<file path="src/clk_cfg.svh">
// Purpose: Offsets, field positions, reset values and counts for the clock control block
// Assumes: Byte addresses on a 32-bit Avalon-MM slave, one aligned word per register
// Notes:   Definitions only
`ifndef CLK_CFG_SVH
`define CLK_CFG_SVH

// ----------------------------------------------------------------------------
// Register byte offsets
// ----------------------------------------------------------------------------
`define CFG_ADDR_W 4
`define CFG_OFS_MULT 4'h0
`define CFG_OFS_STATUS 4'h4
`define CFG_OFS_XCFG 4'h8

// ----------------------------------------------------------------------------
// Multiplier register
// ----------------------------------------------------------------------------
`define CFG_RATIO_BYPASS 4'h0
`define CFG_RATIO_MAX 4'hA

// ----------------------------------------------------------------------------
// Status register fields
// ----------------------------------------------------------------------------
`define CFG_ST_LOCKED 0
`define CFG_ST_MCLK_FLAG 3
`define CFG_ST_MCLK_CLR 4
`define CFG_ST_MCLK_OFF 6
`define CFG_ST_CPU_CLOCK_DIVIDE_SELECT_LO 7
`define CFG_ST_CPU_CLOCK_DIVIDE_SELECT_HI 8
`define CFG_CPU_CLOCK_DIVIDE_SELECT_BY2 2'h2
`define CFG_CPU_CLOCK_DIVIDE_SELECT_BY1 2'h3

// ----------------------------------------------------------------------------
// External interface config 2 fields
// ----------------------------------------------------------------------------
`define CFG_XC_EXT_CLOCK_OUTPUT_DISABLE 0
`define CFG_XC_RATIO_LO 1
`define CFG_XC_RATIO_HI 2
`define CFG_XC_RATIO_RST 2'h2

// ----------------------------------------------------------------------------
// Divide codes of the tick divider: /1, /2, /4
// ----------------------------------------------------------------------------
`define CFG_DIV1 2'h0
`define CFG_DIV2 2'h1
`define CFG_DIV4 2'h2

// ----------------------------------------------------------------------------
// Counter widths and default counts
// ----------------------------------------------------------------------------
`define CFG_OSC_CNT_W 7
`define CFG_VCO_CNT_W 13
`define CFG_LOCK_CYCLES 1024
`define CFG_PWRUP_CYCLES 1024
`define CFG_WAIT_W 16

`endif

</file>
<file path="src/clk_pkg.sv">
// Purpose: Types shared by the clock control block
// Assumes: clk_cfg.svh holds all numbers
// Notes:   One-hot PLL state codes
package clk_pkg;

  // ----------------------------------------------------------------------------
  // PLL sequencing state
  // ----------------------------------------------------------------------------
  typedef enum logic [2:0] {
    ST_BYPASS = 3'b001,
    ST_LOCKING = 3'b010,
    ST_LOCKED = 3'b100
  } pll_state_t;

  // ----------------------------------------------------------------------------
  // CPU clock source
  // ----------------------------------------------------------------------------
  typedef enum logic [1:0] {
    SRC_OSC = 2'h0,
    SRC_PLL = 2'h1,
    SRC_LIMP = 2'h2
  } cpu_src_t;

endpackage : clk_pkg

</file>
<file path="src/tick_div.sv">
// Purpose: Enable-pulse divider, divides an input tick stream by 1, 2 or 4
// Assumes: i_en is a one-cycle tick in the I_CLK domain
// Notes:   Output tick is registered
`include "clk_cfg.svh"

module tick_div (
  input wire logic i_clk,
  input wire logic i_rstn,
  input wire logic i_en,
  input wire logic [1:0] i_sel,
  output logic o_tick
);

  logic [1:0] cnt;
  logic [1:0] last;

  always_comb begin
    case (i_sel)
      `CFG_DIV1: last = 2'h0;
      `CFG_DIV2: last = 2'h1;
      default: last = 2'h3;
    endcase
  end

  // ----------------------------------------------------------------------------
  // Count and tick
  // ----------------------------------------------------------------------------
  always_ff @(posedge i_clk or negedge i_rstn) begin
    if (!i_rstn) begin
      cnt <= 2'h0;
      o_tick <= 1'b0;
    end else if (!i_en) begin
      o_tick <= 1'b0;
    end else if (cnt >= last) begin
      cnt <= 2'h0;
      o_tick <= 1'b1;
    end else begin
      cnt <= cnt + 2'h1;
      o_tick <= 1'b0;
    end
  end

endmodule : tick_div

</file>
<file path="src/pll_clock_select_and_fail_detect.sv">
// Purpose: CPU clock select, PLL lock sequencing, oscillator fail detection, clock-out divider
// Assumes: All inputs synchronous to I_CLK; oscillator and VCO arrive as one-cycle ticks
// Notes:   Registers on Avalon-MM with one wait state per access
`include "clk_cfg.svh"

module pll_clock_select_and_fail_detect #(
  parameter int LOCK_CYCLES = `CFG_LOCK_CYCLES,
  parameter int PWRUP_CYCLES = `CFG_PWRUP_CYCLES
) (
  input wire logic I_CLK,
  input wire logic I_RSTN,
  input wire logic I_EXT_RST_N,
  input wire logic I_WDOG_RST,
  input wire logic I_PROT_WR_EN,
  input wire logic I_STANDBY,
  input wire logic I_HALT,
  input wire logic I_OSC_TICK,
  input wire logic I_VCO_TICK,
  input wire logic [`CFG_ADDR_W-1:0] I_ADDRESS,
  input wire logic I_READ,
  input wire logic I_WRITE,
  input wire logic [31:0] I_WRITEDATA,
  output logic [31:0] O_READDATA,
  output logic O_WAITREQUEST,
  output clk_pkg::cpu_src_t O_CPU_SRC,
  output logic [1:0] O_CPU_DIV,
  output logic [3:0] O_PLL_RATIO,
  output logic O_CPU_CLK_RUN,
  output logic O_SYSCLK_TICK,
  output logic O_EXT_CLK_TICK,
  output logic O_MISSING_CLOCK_RESET
);
  import clk_pkg::*;

  // ----------------------------------------------------------------------------
  // Declarations
  // ----------------------------------------------------------------------------
  pll_state_t state;
  logic [3:0] ratio;
  logic [1:0] cpu_clock_divide_select;
  logic mclk_off;
  logic mclk_flag;
  logic locked;
  logic clk_off;
  logic [1:0] xratio;
  logic limp;
  logic halt_d;
  logic pwr_busy;
  logic [`CFG_WAIT_W-1:0] pwr_cnt;
  logic [`CFG_WAIT_W-1:0] lock_cnt;
  logic [`CFG_OSC_CNT_W-1:0] osc_cnt;
  logic [`CFG_VCO_CNT_W-1:0] vco_cnt;
  logic pll_rst;
  logic wr;
  logic rd;
  logic wr_mult;
  logic wr_stat;
  logic wr_xcfg;
  logic mclk_clr;
  logic mon_en;
  logic osc_ovf;
  logic vco_ovf;
  logic miss;
  logic sys_run;
  logic [1:0] next_div;
  logic [1:0] ext_sel;
  logic sys_tick;
  logic ext_tick;
  logic [31:0] next_rdata;

  // Only the reset pin and the watchdog touch the PLL registers
  assign pll_rst = !I_EXT_RST_N || I_WDOG_RST;

  // ----------------------------------------------------------------------------
  // Avalon-MM slave
  // ----------------------------------------------------------------------------
  // Every access takes one wait state, so read data come from a flop
  assign wr = I_WRITE && !O_WAITREQUEST;
  assign rd = I_READ && O_WAITREQUEST;
  assign wr_mult = wr && (I_ADDRESS == `CFG_OFS_MULT);
  assign wr_stat = wr && (I_ADDRESS == `CFG_OFS_STATUS);
  assign wr_xcfg = wr && (I_ADDRESS == `CFG_OFS_XCFG);
  assign mclk_clr = wr_stat && I_WRITEDATA[`CFG_ST_MCLK_CLR];

  always_ff @(posedge I_CLK or negedge I_RSTN) begin
    if (!I_RSTN) begin
      O_WAITREQUEST <= 1'b1;
    end else if ((I_READ || I_WRITE) && O_WAITREQUEST) begin
      O_WAITREQUEST <= 1'b0;
    end else begin
      O_WAITREQUEST <= 1'b1;
    end
  end

  always_comb begin
    next_rdata = 32'h0000_0000;
    case (I_ADDRESS)
      `CFG_OFS_MULT: next_rdata[3:0] = ratio;
      `CFG_OFS_STATUS: begin
        next_rdata[`CFG_ST_LOCKED] = locked;
        next_rdata[`CFG_ST_MCLK_FLAG] = mclk_flag;
        next_rdata[`CFG_ST_MCLK_OFF] = mclk_off;
        next_rdata[`CFG_ST_CPU_CLOCK_DIVIDE_SELECT_HI:`CFG_ST_CPU_CLOCK_DIVIDE_SELECT_LO] = cpu_clock_divide_select;
      end
      `CFG_OFS_XCFG: begin
        next_rdata[`CFG_XC_EXT_CLOCK_OUTPUT_DISABLE] = clk_off;
        next_rdata[`CFG_XC_RATIO_HI:`CFG_XC_RATIO_LO] = xratio;
      end
      default: next_rdata = 32'h0000_0000;
    endcase
  end

  always_ff @(posedge I_CLK or negedge I_RSTN) begin
    if (!I_RSTN) begin
      O_READDATA <= 32'h0000_0000;
    end else if (rd) begin
      O_READDATA <= next_rdata;
    end
  end

  // ----------------------------------------------------------------------------
  // Status register control bits
  // ----------------------------------------------------------------------------
  always_ff @(posedge I_CLK or negedge I_RSTN) begin
    if (!I_RSTN) begin
      cpu_clock_divide_select <= 2'h0;
      mclk_off <= 1'b0;
    end else if (pll_rst) begin
      cpu_clock_divide_select <= 2'h0;
      mclk_off <= 1'b0;
    end else if (wr_stat) begin
      cpu_clock_divide_select <= I_WRITEDATA[`CFG_ST_CPU_CLOCK_DIVIDE_SELECT_HI:`CFG_ST_CPU_CLOCK_DIVIDE_SELECT_LO];
      mclk_off <= I_WRITEDATA[`CFG_ST_MCLK_OFF];
    end
  end

  // Write data to the flag bit itself is never looked at
  always_ff @(posedge I_CLK or negedge I_RSTN) begin
    if (!I_RSTN) begin
      mclk_flag <= 1'b0;
    end else if (!I_EXT_RST_N) begin
      mclk_flag <= 1'b0;
    end else if (miss) begin
      mclk_flag <= 1'b1;
    end else if (mclk_clr) begin
      mclk_flag <= 1'b0;
    end
  end

  // ----------------------------------------------------------------------------
  // Multiplier register and lock sequencing
  // ----------------------------------------------------------------------------
  // Reserved ratio codes are dropped so the PLL never sees them
  always_ff @(posedge I_CLK or negedge I_RSTN) begin
    if (!I_RSTN) begin
      ratio <= `CFG_RATIO_BYPASS;
      state <= ST_BYPASS;
      locked <= 1'b0;
      lock_cnt <= '0;
    end else if (pll_rst) begin
      ratio <= `CFG_RATIO_BYPASS;
      state <= ST_BYPASS;
      locked <= 1'b0;
      lock_cnt <= '0;
    end else if (wr_mult && I_PROT_WR_EN && I_WRITEDATA[3:0] <= `CFG_RATIO_MAX) begin
      ratio <= I_WRITEDATA[3:0];
      locked <= 1'b0;
      lock_cnt <= '0;
      state <= (I_WRITEDATA[3:0] == `CFG_RATIO_BYPASS) ? ST_BYPASS : ST_LOCKING;
    end else begin
      case (state)
        ST_LOCKING: begin
          if (!pwr_busy && !I_HALT) begin
            if (lock_cnt == LOCK_CYCLES[`CFG_WAIT_W-1:0] - 1'b1) begin
              state <= ST_LOCKED;
              locked <= 1'b1;
            end else begin
              lock_cnt <= lock_cnt + 1'b1;
            end
          end
        end
        ST_LOCKED: state <= ST_LOCKED;
        ST_BYPASS: state <= ST_BYPASS;
        default: state <= ST_BYPASS;
      endcase
    end
  end

  // ----------------------------------------------------------------------------
  // Halt exit power-up
  // ----------------------------------------------------------------------------
  always_ff @(posedge I_CLK or negedge I_RSTN) begin
    if (!I_RSTN) begin
      halt_d <= 1'b0;
      pwr_busy <= 1'b0;
      pwr_cnt <= '0;
    end else begin
      halt_d <= I_HALT;
      if (halt_d && !I_HALT) begin
        pwr_busy <= 1'b1;
        pwr_cnt <= '0;
      end else if (pwr_busy) begin
        if (pwr_cnt == PWRUP_CYCLES[`CFG_WAIT_W-1:0] - 1'b1) begin
          pwr_busy <= 1'b0;
        end else begin
          pwr_cnt <= pwr_cnt + 1'b1;
        end
      end
    end
  end

  // ----------------------------------------------------------------------------
  // Oscillator fail detection
  // ----------------------------------------------------------------------------
  // Counters sleep in halt and during power-up, keep watching in standby
  assign mon_en = !mclk_off && !I_HALT && !pwr_busy && !mclk_flag;
  assign osc_ovf = mon_en && I_OSC_TICK && (&osc_cnt);
  assign vco_ovf = mon_en && I_VCO_TICK && (&vco_cnt) && !osc_ovf;
  assign miss = vco_ovf;

  always_ff @(posedge I_CLK or negedge I_RSTN) begin
    if (!I_RSTN) begin
      osc_cnt <= '0;
      vco_cnt <= '0;
    end else if (!mon_en || mclk_clr) begin
      osc_cnt <= '0;
      vco_cnt <= '0;
    end else begin
      if (I_OSC_TICK) begin
        osc_cnt <= osc_cnt + 1'b1;
      end
      if (osc_ovf) begin
        vco_cnt <= '0;
      end else if (I_VCO_TICK) begin
        vco_cnt <= vco_cnt + 1'b1;
      end
    end
  end

  // Limp selection survives the missing-clock reset; cleared with the flag
  always_ff @(posedge I_CLK or negedge I_RSTN) begin
    if (!I_RSTN) begin
      limp <= 1'b0;
      O_MISSING_CLOCK_RESET <= 1'b0;
    end else begin
      O_MISSING_CLOCK_RESET <= miss;
      if (!I_EXT_RST_N) begin
        limp <= 1'b0;
      end else if (miss) begin
        limp <= 1'b1;
      end else if (mclk_clr) begin
        limp <= 1'b0;
      end
    end
  end

  // ----------------------------------------------------------------------------
  // CPU clock source and divide
  // ----------------------------------------------------------------------------
  // A bypassed limp clock is never passed on undivided
  always_comb begin
    case (cpu_clock_divide_select)
      `CFG_CPU_CLOCK_DIVIDE_SELECT_BY2: next_div = `CFG_DIV2;
      `CFG_CPU_CLOCK_DIVIDE_SELECT_BY1: next_div = (state == ST_BYPASS && !limp) ? `CFG_DIV1 : `CFG_DIV2;
      default: next_div = `CFG_DIV4;
    endcase
    if (!I_EXT_RST_N) begin
      next_div = `CFG_DIV4;
    end
  end

  always_ff @(posedge I_CLK or negedge I_RSTN) begin
    if (!I_RSTN) begin
      O_CPU_SRC <= SRC_OSC;
      O_CPU_DIV <= `CFG_DIV4;
      O_PLL_RATIO <= `CFG_RATIO_BYPASS;
      O_CPU_CLK_RUN <= 1'b0;
    end else begin
      if (limp) begin
        O_CPU_SRC <= SRC_LIMP;
      end else if (state == ST_LOCKED) begin
        O_CPU_SRC <= SRC_PLL;
      end else begin
        O_CPU_SRC <= SRC_OSC;
      end
      O_CPU_DIV <= next_div;
      O_PLL_RATIO <= ratio;
      O_CPU_CLK_RUN <= !I_STANDBY && !I_HALT;
    end
  end

  // ----------------------------------------------------------------------------
  // System clock and external clock output
  // ----------------------------------------------------------------------------
  // External reset does not stop the dividers, so the clock output stays observable
  assign sys_run = !I_HALT && (!I_STANDBY || !I_EXT_RST_N);
  assign ext_sel = !I_EXT_RST_N ? `CFG_DIV4 : xratio;

  always_ff @(posedge I_CLK or negedge I_RSTN) begin
    if (!I_RSTN) begin
      clk_off <= 1'b0;
      xratio <= `CFG_XC_RATIO_RST;
    end else if (!I_EXT_RST_N) begin
      clk_off <= 1'b0;
      xratio <= `CFG_XC_RATIO_RST;
    end else if (wr_xcfg) begin
      clk_off <= I_WRITEDATA[`CFG_XC_EXT_CLOCK_OUTPUT_DISABLE];
      xratio <= I_WRITEDATA[`CFG_XC_RATIO_HI:`CFG_XC_RATIO_LO];
    end
  end

  tick_div u_sys_div (
    .i_clk(I_CLK),
    .i_rstn(I_RSTN),
    .i_en(sys_run),
    .i_sel(next_div),
    .o_tick(sys_tick)
  );

  tick_div u_ext_div (
    .i_clk(I_CLK),
    .i_rstn(I_RSTN),
    .i_en(sys_tick),
    .i_sel(ext_sel),
    .o_tick(ext_tick)
  );

  always_ff @(posedge I_CLK or negedge I_RSTN) begin
    if (!I_RSTN) begin
      O_SYSCLK_TICK <= 1'b0;
      O_EXT_CLK_TICK <= 1'b0;
    end else begin
      O_SYSCLK_TICK <= sys_tick;
      O_EXT_CLK_TICK <= ext_tick && (!clk_off || !I_EXT_RST_N);
    end
  end

endmodule : pll_clock_select_and_fail_detect

</file>
<file path="config.mk">
export PLATFORM = sky130hd
export DESIGN_NAME = pll_clock_select_and_fail_detect
export DESIGN_NICKNAME = d
export VERILOG_FILES = /design/src/clk_pkg.sv /design/src/tick_div.sv /design/src/pll_clock_select_and_fail_detect.sv
export VERILOG_INCLUDE_DIRS = /design/src
export SDC_FILE = /design/constraint.sdc
export NUM_CORES = 1
export LEC_CHECK = 0
export ABC_CLOCK_PERIOD_IN_PS = 2100
export BUFFER_PORTS_ARGS = -buffer_cell sky130_fd_sc_hd__buf_2
export CORE_ASPECT_RATIO = 0.5
export CORE_MARGIN = 3
export CORE_UTILIZATION = 55
export DETAILED_ROUTE_END_ITERATION = 8
export PLACE_DENSITY = 0.77
export SLEW_MARGIN = 20
export SYNTH_ARGS = -nofsm -noshare
export SYNTH_HDL_FRONTEND = slang
export SYNTH_SLANG_ARGS = --single-unit
</file>
<file path="constraint.sdc">
create_clock -name I_CLK -period 2.1 [get_ports I_CLK]
set_clock_uncertainty 0.1 [all_clocks]
set_input_delay 0.42 -clock I_CLK [delete_from_list [all_inputs] [get_ports I_CLK]]
set_output_delay 0.42 -clock I_CLK [all_outputs]
set_load 0.05 [all_outputs]
</file>
### After elaboration in Yosys (flattened, before gate mapping)

Cells that the tools add are included.

* memory bits (writable): 0
* logic and storage cells: 168
* memories kept: 0
* output and inout bits: 45
* input port bits: 47
* ROM bits: 0
* register bits after elaboration: 95
* latch bits: 0

* bitwise operators: 0
* equality and inequality tests: 17
* divide/modulo/power cells: 0
* magnitude comparators: 3
* shift-type cells: 0
* $add $sub $neg: 6
* multiply operators: 0
* reduce and logical (&&, ||, !) cells: 56
* muxes and demuxes: 59

Operator list (number)
* $mux W16: 8
* $mux W13: 3
* $add A16 B1 Y16 const B: 2
* $eq A16 B10 Y1 const B: 2
* $logic_and A1 B1 Y1: 23
* $mux W1: 22
* $mux W2: 10
* $pmux W2 S2: 4
* $mux W3: 5
* $mux W7: 2
* $add A13 B1 Y13 const B: 1
* $reduce_and A13 Y1: 1
* $reduce_bool A3 Y1: 4
* $logic_not A1 Y1: 10
* $logic_not A4 Y1: 2
* $mux W4: 2
* $ne A4 B4 Y1 const B: 2
* $reduce_bool A2 Y1: 4
* $add A7 B1 Y7 const B: 1
* $reduce_and A7 Y1: 1
* $pmux W3 S2: 1
* $reduce_and A3 Y1: 2
* $logic_or A1 B1 Y1: 5
* $add A2 B1 Y2 const B: 2
* other kinds (17): 22

### Depth between registers and ports, before layout

* depth in word-level cells: 10
* gate-level depth with buffers: 9
* gate-level depth less buffers: 8

### By module

A second synthesis with hierarchy kept.

* cells, all modules: 495
* area total of the unflattened synthesis: 4951.0 sq um

By module, submodules not included
* pll_clock_select_and_fail_detect: seq. area each 2232.1 sq um, cells an instance 463, area each 4585.6 sq um, instances 1
* tick_div: seq. area each 75.1 sq um, cells an instance 16, area each 182.7 sq um, instances 2

### Least setup slack after synthesis

OpenSTA, ideal clock, no wires.

* kind: register -> register
* from: register O_WAITREQUEST
* to: register lock_cnt[10]
* clock period less this slack: 1.841 ns
* arrival: 1.670 ns
* stages on the path, launching flop included: 8
* library setup time: 0.072 ns
* buffers on the path: 2
* slack: 0.259 ns
* required time: 1.928 ns
* path through: dfstp_2 nor2b_1 and4_1 o21ai_2 nand2b_2 clkbuf_8 buf_2 nor2_1

* cells in the longest elaborated chain, start to end: 7
* elaborated cells on any way between the ends: 11
* those cells by class: eq/ne: 1; mux: 2; reduce/logical: 8

Ends and longest elaborated chain
* start: declaration: RTL line pll_clock_select_and_fail_detect.sv:24 `output logic O_WAITREQUEST,`
* start signal: assignment: RTL line pll_clock_select_and_fail_detect.sv:87 `O_WAITREQUEST <= 1'b1;`
* start signal: assignment: RTL line pll_clock_select_and_fail_detect.sv:89 `O_WAITREQUEST <= 1'b0;`
* start signal: assignment: RTL line pll_clock_select_and_fail_detect.sv:91 `O_WAITREQUEST <= 1'b1;`
* $logic_not A1 Y1 *: RTL line pll_clock_select_and_fail_detect.sv:78 `assign wr = I_WRITE && !O_WAITREQUEST;`
* $logic_and A1 B1 Y1 *: RTL line pll_clock_select_and_fail_detect.sv:78
* $logic_and A1 B1 Y1 *: RTL line pll_clock_select_and_fail_detect.sv:80 `` assign wr_mult = wr && (I_ADDRESS == `CFG_OFS_MULT); ``
* $logic_and A1 B1 Y1 *: RTL line pll_clock_select_and_fail_detect.sv:165 `` end else if (wr_mult && I_PROT_WR_EN && I_WRITEDATA[3:0] <= `CFG_RATIO_MAX) begin ``
* $logic_and A1 B1 Y1 (no line) *
* $ne A3 B3 Y1 (no line) (tied with other cells)
* $reduce_and A3 Y1 (no line) / $mux W16 (equally long branches)
* end signal: assignment: RTL line pll_clock_select_and_fail_detect.sv:178 `lock_cnt <= lock_cnt + 1'b1;`
* end: declaration: RTL line pll_clock_select_and_fail_detect.sv:50 `` logic [`CFG_WAIT_W-1:0] lock_cnt; ``

Every way passes the cells marked *; elsewhere a longest branch is shown, timed or not.
A chain may end at the register's enable or synchronous reset.

### Worst setup path in the final report

* from: register lock_cnt[0]
* to: register lock_cnt[3]

* cells in the longest elaborated chain, start to end: 6
* elaborated cells on any way between the ends: 9
* those cells by class: add/sub: 1; eq/ne: 2; mux: 5; reduce/logical: 1

Ends and longest elaborated chain
* $add A16 B1 Y16: RTL line pll_clock_select_and_fail_detect.sv:178
* $mux W16: RTL line pll_clock_select_and_fail_detect.sv:174 `` if (lock_cnt == LOCK_CYCLES[`CFG_WAIT_W-1:0] - 1'b1) begin ``
* $mux W16: RTL line pll_clock_select_and_fail_detect.sv:173 `if (!pwr_busy && !I_HALT) begin`
* $mux W16: RTL line pll_clock_select_and_fail_detect.sv:171 `case (state)`
* $mux W16: RTL line pll_clock_select_and_fail_detect.sv:165
* $mux W16: RTL line pll_clock_select_and_fail_detect.sv:160 `end else if (pll_rst) begin`

Several ways; a longest one is shown, not always the timed one. The select of a mux whose other input is x is not followed.

==> impl_metrics.tcl <==
set metrics [dict create \
    setup_tns_ns 0 \
    cp_data_arrival_time_ns 2.09 \
    initial_utilization_pct 57.6 \
    synthMuxAreaShare_pct 3.44 \
    synth_cell_type_count 57 \
    setup_viol 0 \
    route.detailed.wl_per_inst_um 14.3 \
    p_leak_nw 2.42 \
    track_usage_pct 19.6 \
    end_kind "flip-flop" \
    worst_slack_ns 0.145 \
    place_hpwl_um 6270 \
    route.detailed.drc 0 \
    die_w_um 137 \
    grt_max_degree 49 \
    coreArea_sq_um 8140 \
    drt-initial-drc-count 178 \
    place_ws_ns 0.162 \
    io-pin-count 92 \
    fin_crit_ns 1.96 \
    async_flop_share_pct 100 \
    start_kind "flip-flop" \
    clk_latency_ns 0.34 \
    antenna_left 0 \
    synth_top_cell_area_share_pct 48.6 \
    yosys.area_share.adder_pct 2.14 \
    synth_ff_type "dfrtp_1" \
    wl_met1_um 4220 \
    rows 23 \
    ctsHoldBuffers 0 \
    grt_pass1_wl_um 15100 \
    antenna_found_initial 0 \
    rsz0062_at_grt "no" \
    nNetsFinal 565 \
    hold_slack_ns -0.00550 \
    clkTransAtPathRegs_ns 0.07 \
    io_buffers 42 \
    first_pass_iters 4 \
    vias 3343 \
    crit_type "flip-flop to flip-flop" \
    synth_area_leader_cell "dfrtp_1" \
    utilization_pct 65.2 \
    power_density_nw_per_um2 771 \
    synthTopCellsByArea "dfrtp_1 49%, xor2_1 6.2%, nor2_1 5.3%, buf_4 4.0%, mux2i_1 3.2%" \
    synth_edf_count 0 \
    r2r_cells 6 \
    synth_xor_area_share_pct 9.16 \
    cts_tree "built" \
    grt_overflow 0 \
    syn-cell-area_sq_um 4690 \
    top_layer "met4" \
    finalWirelength_um 8940 \
    maxSlewViolCount 0 \
    synth_seq_cells 95 \
    outcome "finished, violations left" \
    maxCapViolCount 0 \
    ys_seq_area_share_pct 50.8 \
    path_max_fanout 4 \
    grt_pass1_vias 3248 \
    hold_viol 21 \
    diodes 0 \
    dr_wl_met2_um 4100 \
    worstPathRequired_ns 2.23 \
    violations "hold timing" \
    numCtsBuffers 9 \
    gp_congestion 0.804 \
    irDropWorstVdd_v 0.000473 \
    slew-limit-headroom_pct 59.4 \
    clk_path_buf_depth 2 \
    fmax_mhz 512 \
    postSynthAreaPerCell_sq_um 10.3 \
    min_period_over_period_pct 93.1 \
    synthSimpleGateAreaFrac_pct 22.7 \
    synth_top_family_by_area "simple AND/OR/NAND/NOR gates" \
    drive_gt1_share_pct 18.6 \
    clkSinkCount 95 \
    cts_max_level 3 \
    dieArea_sq_um 9730 \
    synth_compound_area_share_pct 5.61 \
    netlist_instances 456 \
    yosysWarnings 0 \
    worstMarginPinSlew_ns 0.609 \
    die_h_um 71.3 \
    power_mw 4.10 \
    root_buffer "clkbuf_16" \
    drt-vias-per-instance 5.33 \
    holdCritPathClass "primary input to async pin" \
    dr_wl_met3_um 480 \
    area_delta_synth_final_pct 13.4 \
]
[registers in the layout (all words and copies together), names as in the netlist, 3 cells and up]
name         flops
O_PLL_RATIO      4
O_READDATA       7
lock_cnt        16
osc_cnt          7
pwr_cnt         16
ratio            4
state            3
vco_cnt         13
[worst max-delay path, cell delays in order, from the launching register on]
cell     delay, ns
dfrtp_1       0.41
ha_1          0.25
and4_2        0.27
nand4_1       0.11
or4b_1        0.48
xor2_1        0.18
nor2_2        0.04
[cell families after synthesis]
kind of cell               after synthesis
and+or+nand+nor                        202
DFF                                     95
AOI/OAI and AO/OA                       39
adders and majority gates                8
buffers and inverters                   46
xor gates and xnor gates                49
other                                    1
muxes                                   16
[what timing repair did]
| item | CTS | global route |
|---|---|---|
| endpoints found under the setup margin | 0 | 2 |
| gates resized for setup | 0 | 1 |
| buffers inserted | 0 | 0 |
[where the power goes]
part	switching [mW]	total (mW)	internal [mW]	leakage [nW]
clock network	0.696	1.60	0.900	0.141
logic	0.340	0.500	0.161	0.986
registers	0.0812	2.00	1.92	1.29
[cells in the mapped netlist (8+ instances only)]
| cell | number |
|---|---|
| and4_1 | 8 |
| buf_4 | 25 |
| clkbuf_1 | 8 |
| xnor2_1 | 16 |
| nand3_1 | 19 |
| mux2i_1 | 15 |
| nand2_1 | 35 |
| xor2_1 | 33 |
| a21oi_1 | 9 |
| nor2_1 | 66 |
| nand4_1 | 17 |
| dfrtp_1 | 91 |
| ha_1 | 8 |
[cell usage in the layout (no fill, tap or decap), types with 7 or more instances in the layout]
cell,netlist,routed
a21oi_1,9,9
nand2b_1,7,7
nor2_2,7,7
nor2_1,66,66
buf_2,5,41
clkbuf_16,0,9
and4_1,8,8
ha_1,8,8
nand4_1,17,17
conb_1,1,25
dfrtp_1,91,91
nor2b_1,7,7
inv_1,7,7
buf_4,25,15
mux2i_1,15,15
nand2_1,35,35
xnor2_1,16,16
xor2_1,33,33
nand3_1,19,19
[per-stage QoR]
| step | area (sq um) | std cells |
|---|---|---|
| 4_1_cts | 5310 | 627 |
| 5_1_grt | 5310 | 627 |
| 6_report | 5310 | 627 |
| 3_5_place_dp | 5020 | 611 |
| 2_1_floorplan | 4780 | 480 |
| 3_3_place_gp | 5020 | 611 |
[cell type report]
cell class / count / area, sq um
clock buffer: 12 / 267
clock inverter: 4 / 28.8
fill: 644 / 2830
inverter: 7 / 26.3
multi-input combinational: 339 / 2110
sequential: 95 / 2380
tap: 112 / 140
timing repair buffer: 58 / 358
[routing by layer]
| layer | global-route usage [%] | vias to the layer above |
|---|---|---|
| li1 | - | 1626 |
| met1 | 26.3 | 1619 |
| met2 | 30.5 | 79 |
| met3 | 6.38 | 19 |
| met4 | 6.37 | 0 |
| met5 | 0 | - |
[path summary, 6_finish.rpt]
path / startpoint / end / slack (ns)
hold / removal: I_RSTN / ratio[1] / -0.006
hold reg to reg: ratio[1] / O_PLL_RATIO[1] / 0.31
setup / recovery: lock_cnt[0] / lock_cnt[3] / 0.14
max in group asynchronous: I_RSTN / osc_cnt[4] / 1.33
setup reg to reg: lock_cnt[0] / lock_cnt[3] / 0.14
min in group I_CLK: I_STANDBY / O_CPU_CLK_RUN / 0.13
Note: power is estimated with default switching activity, not from simulation.
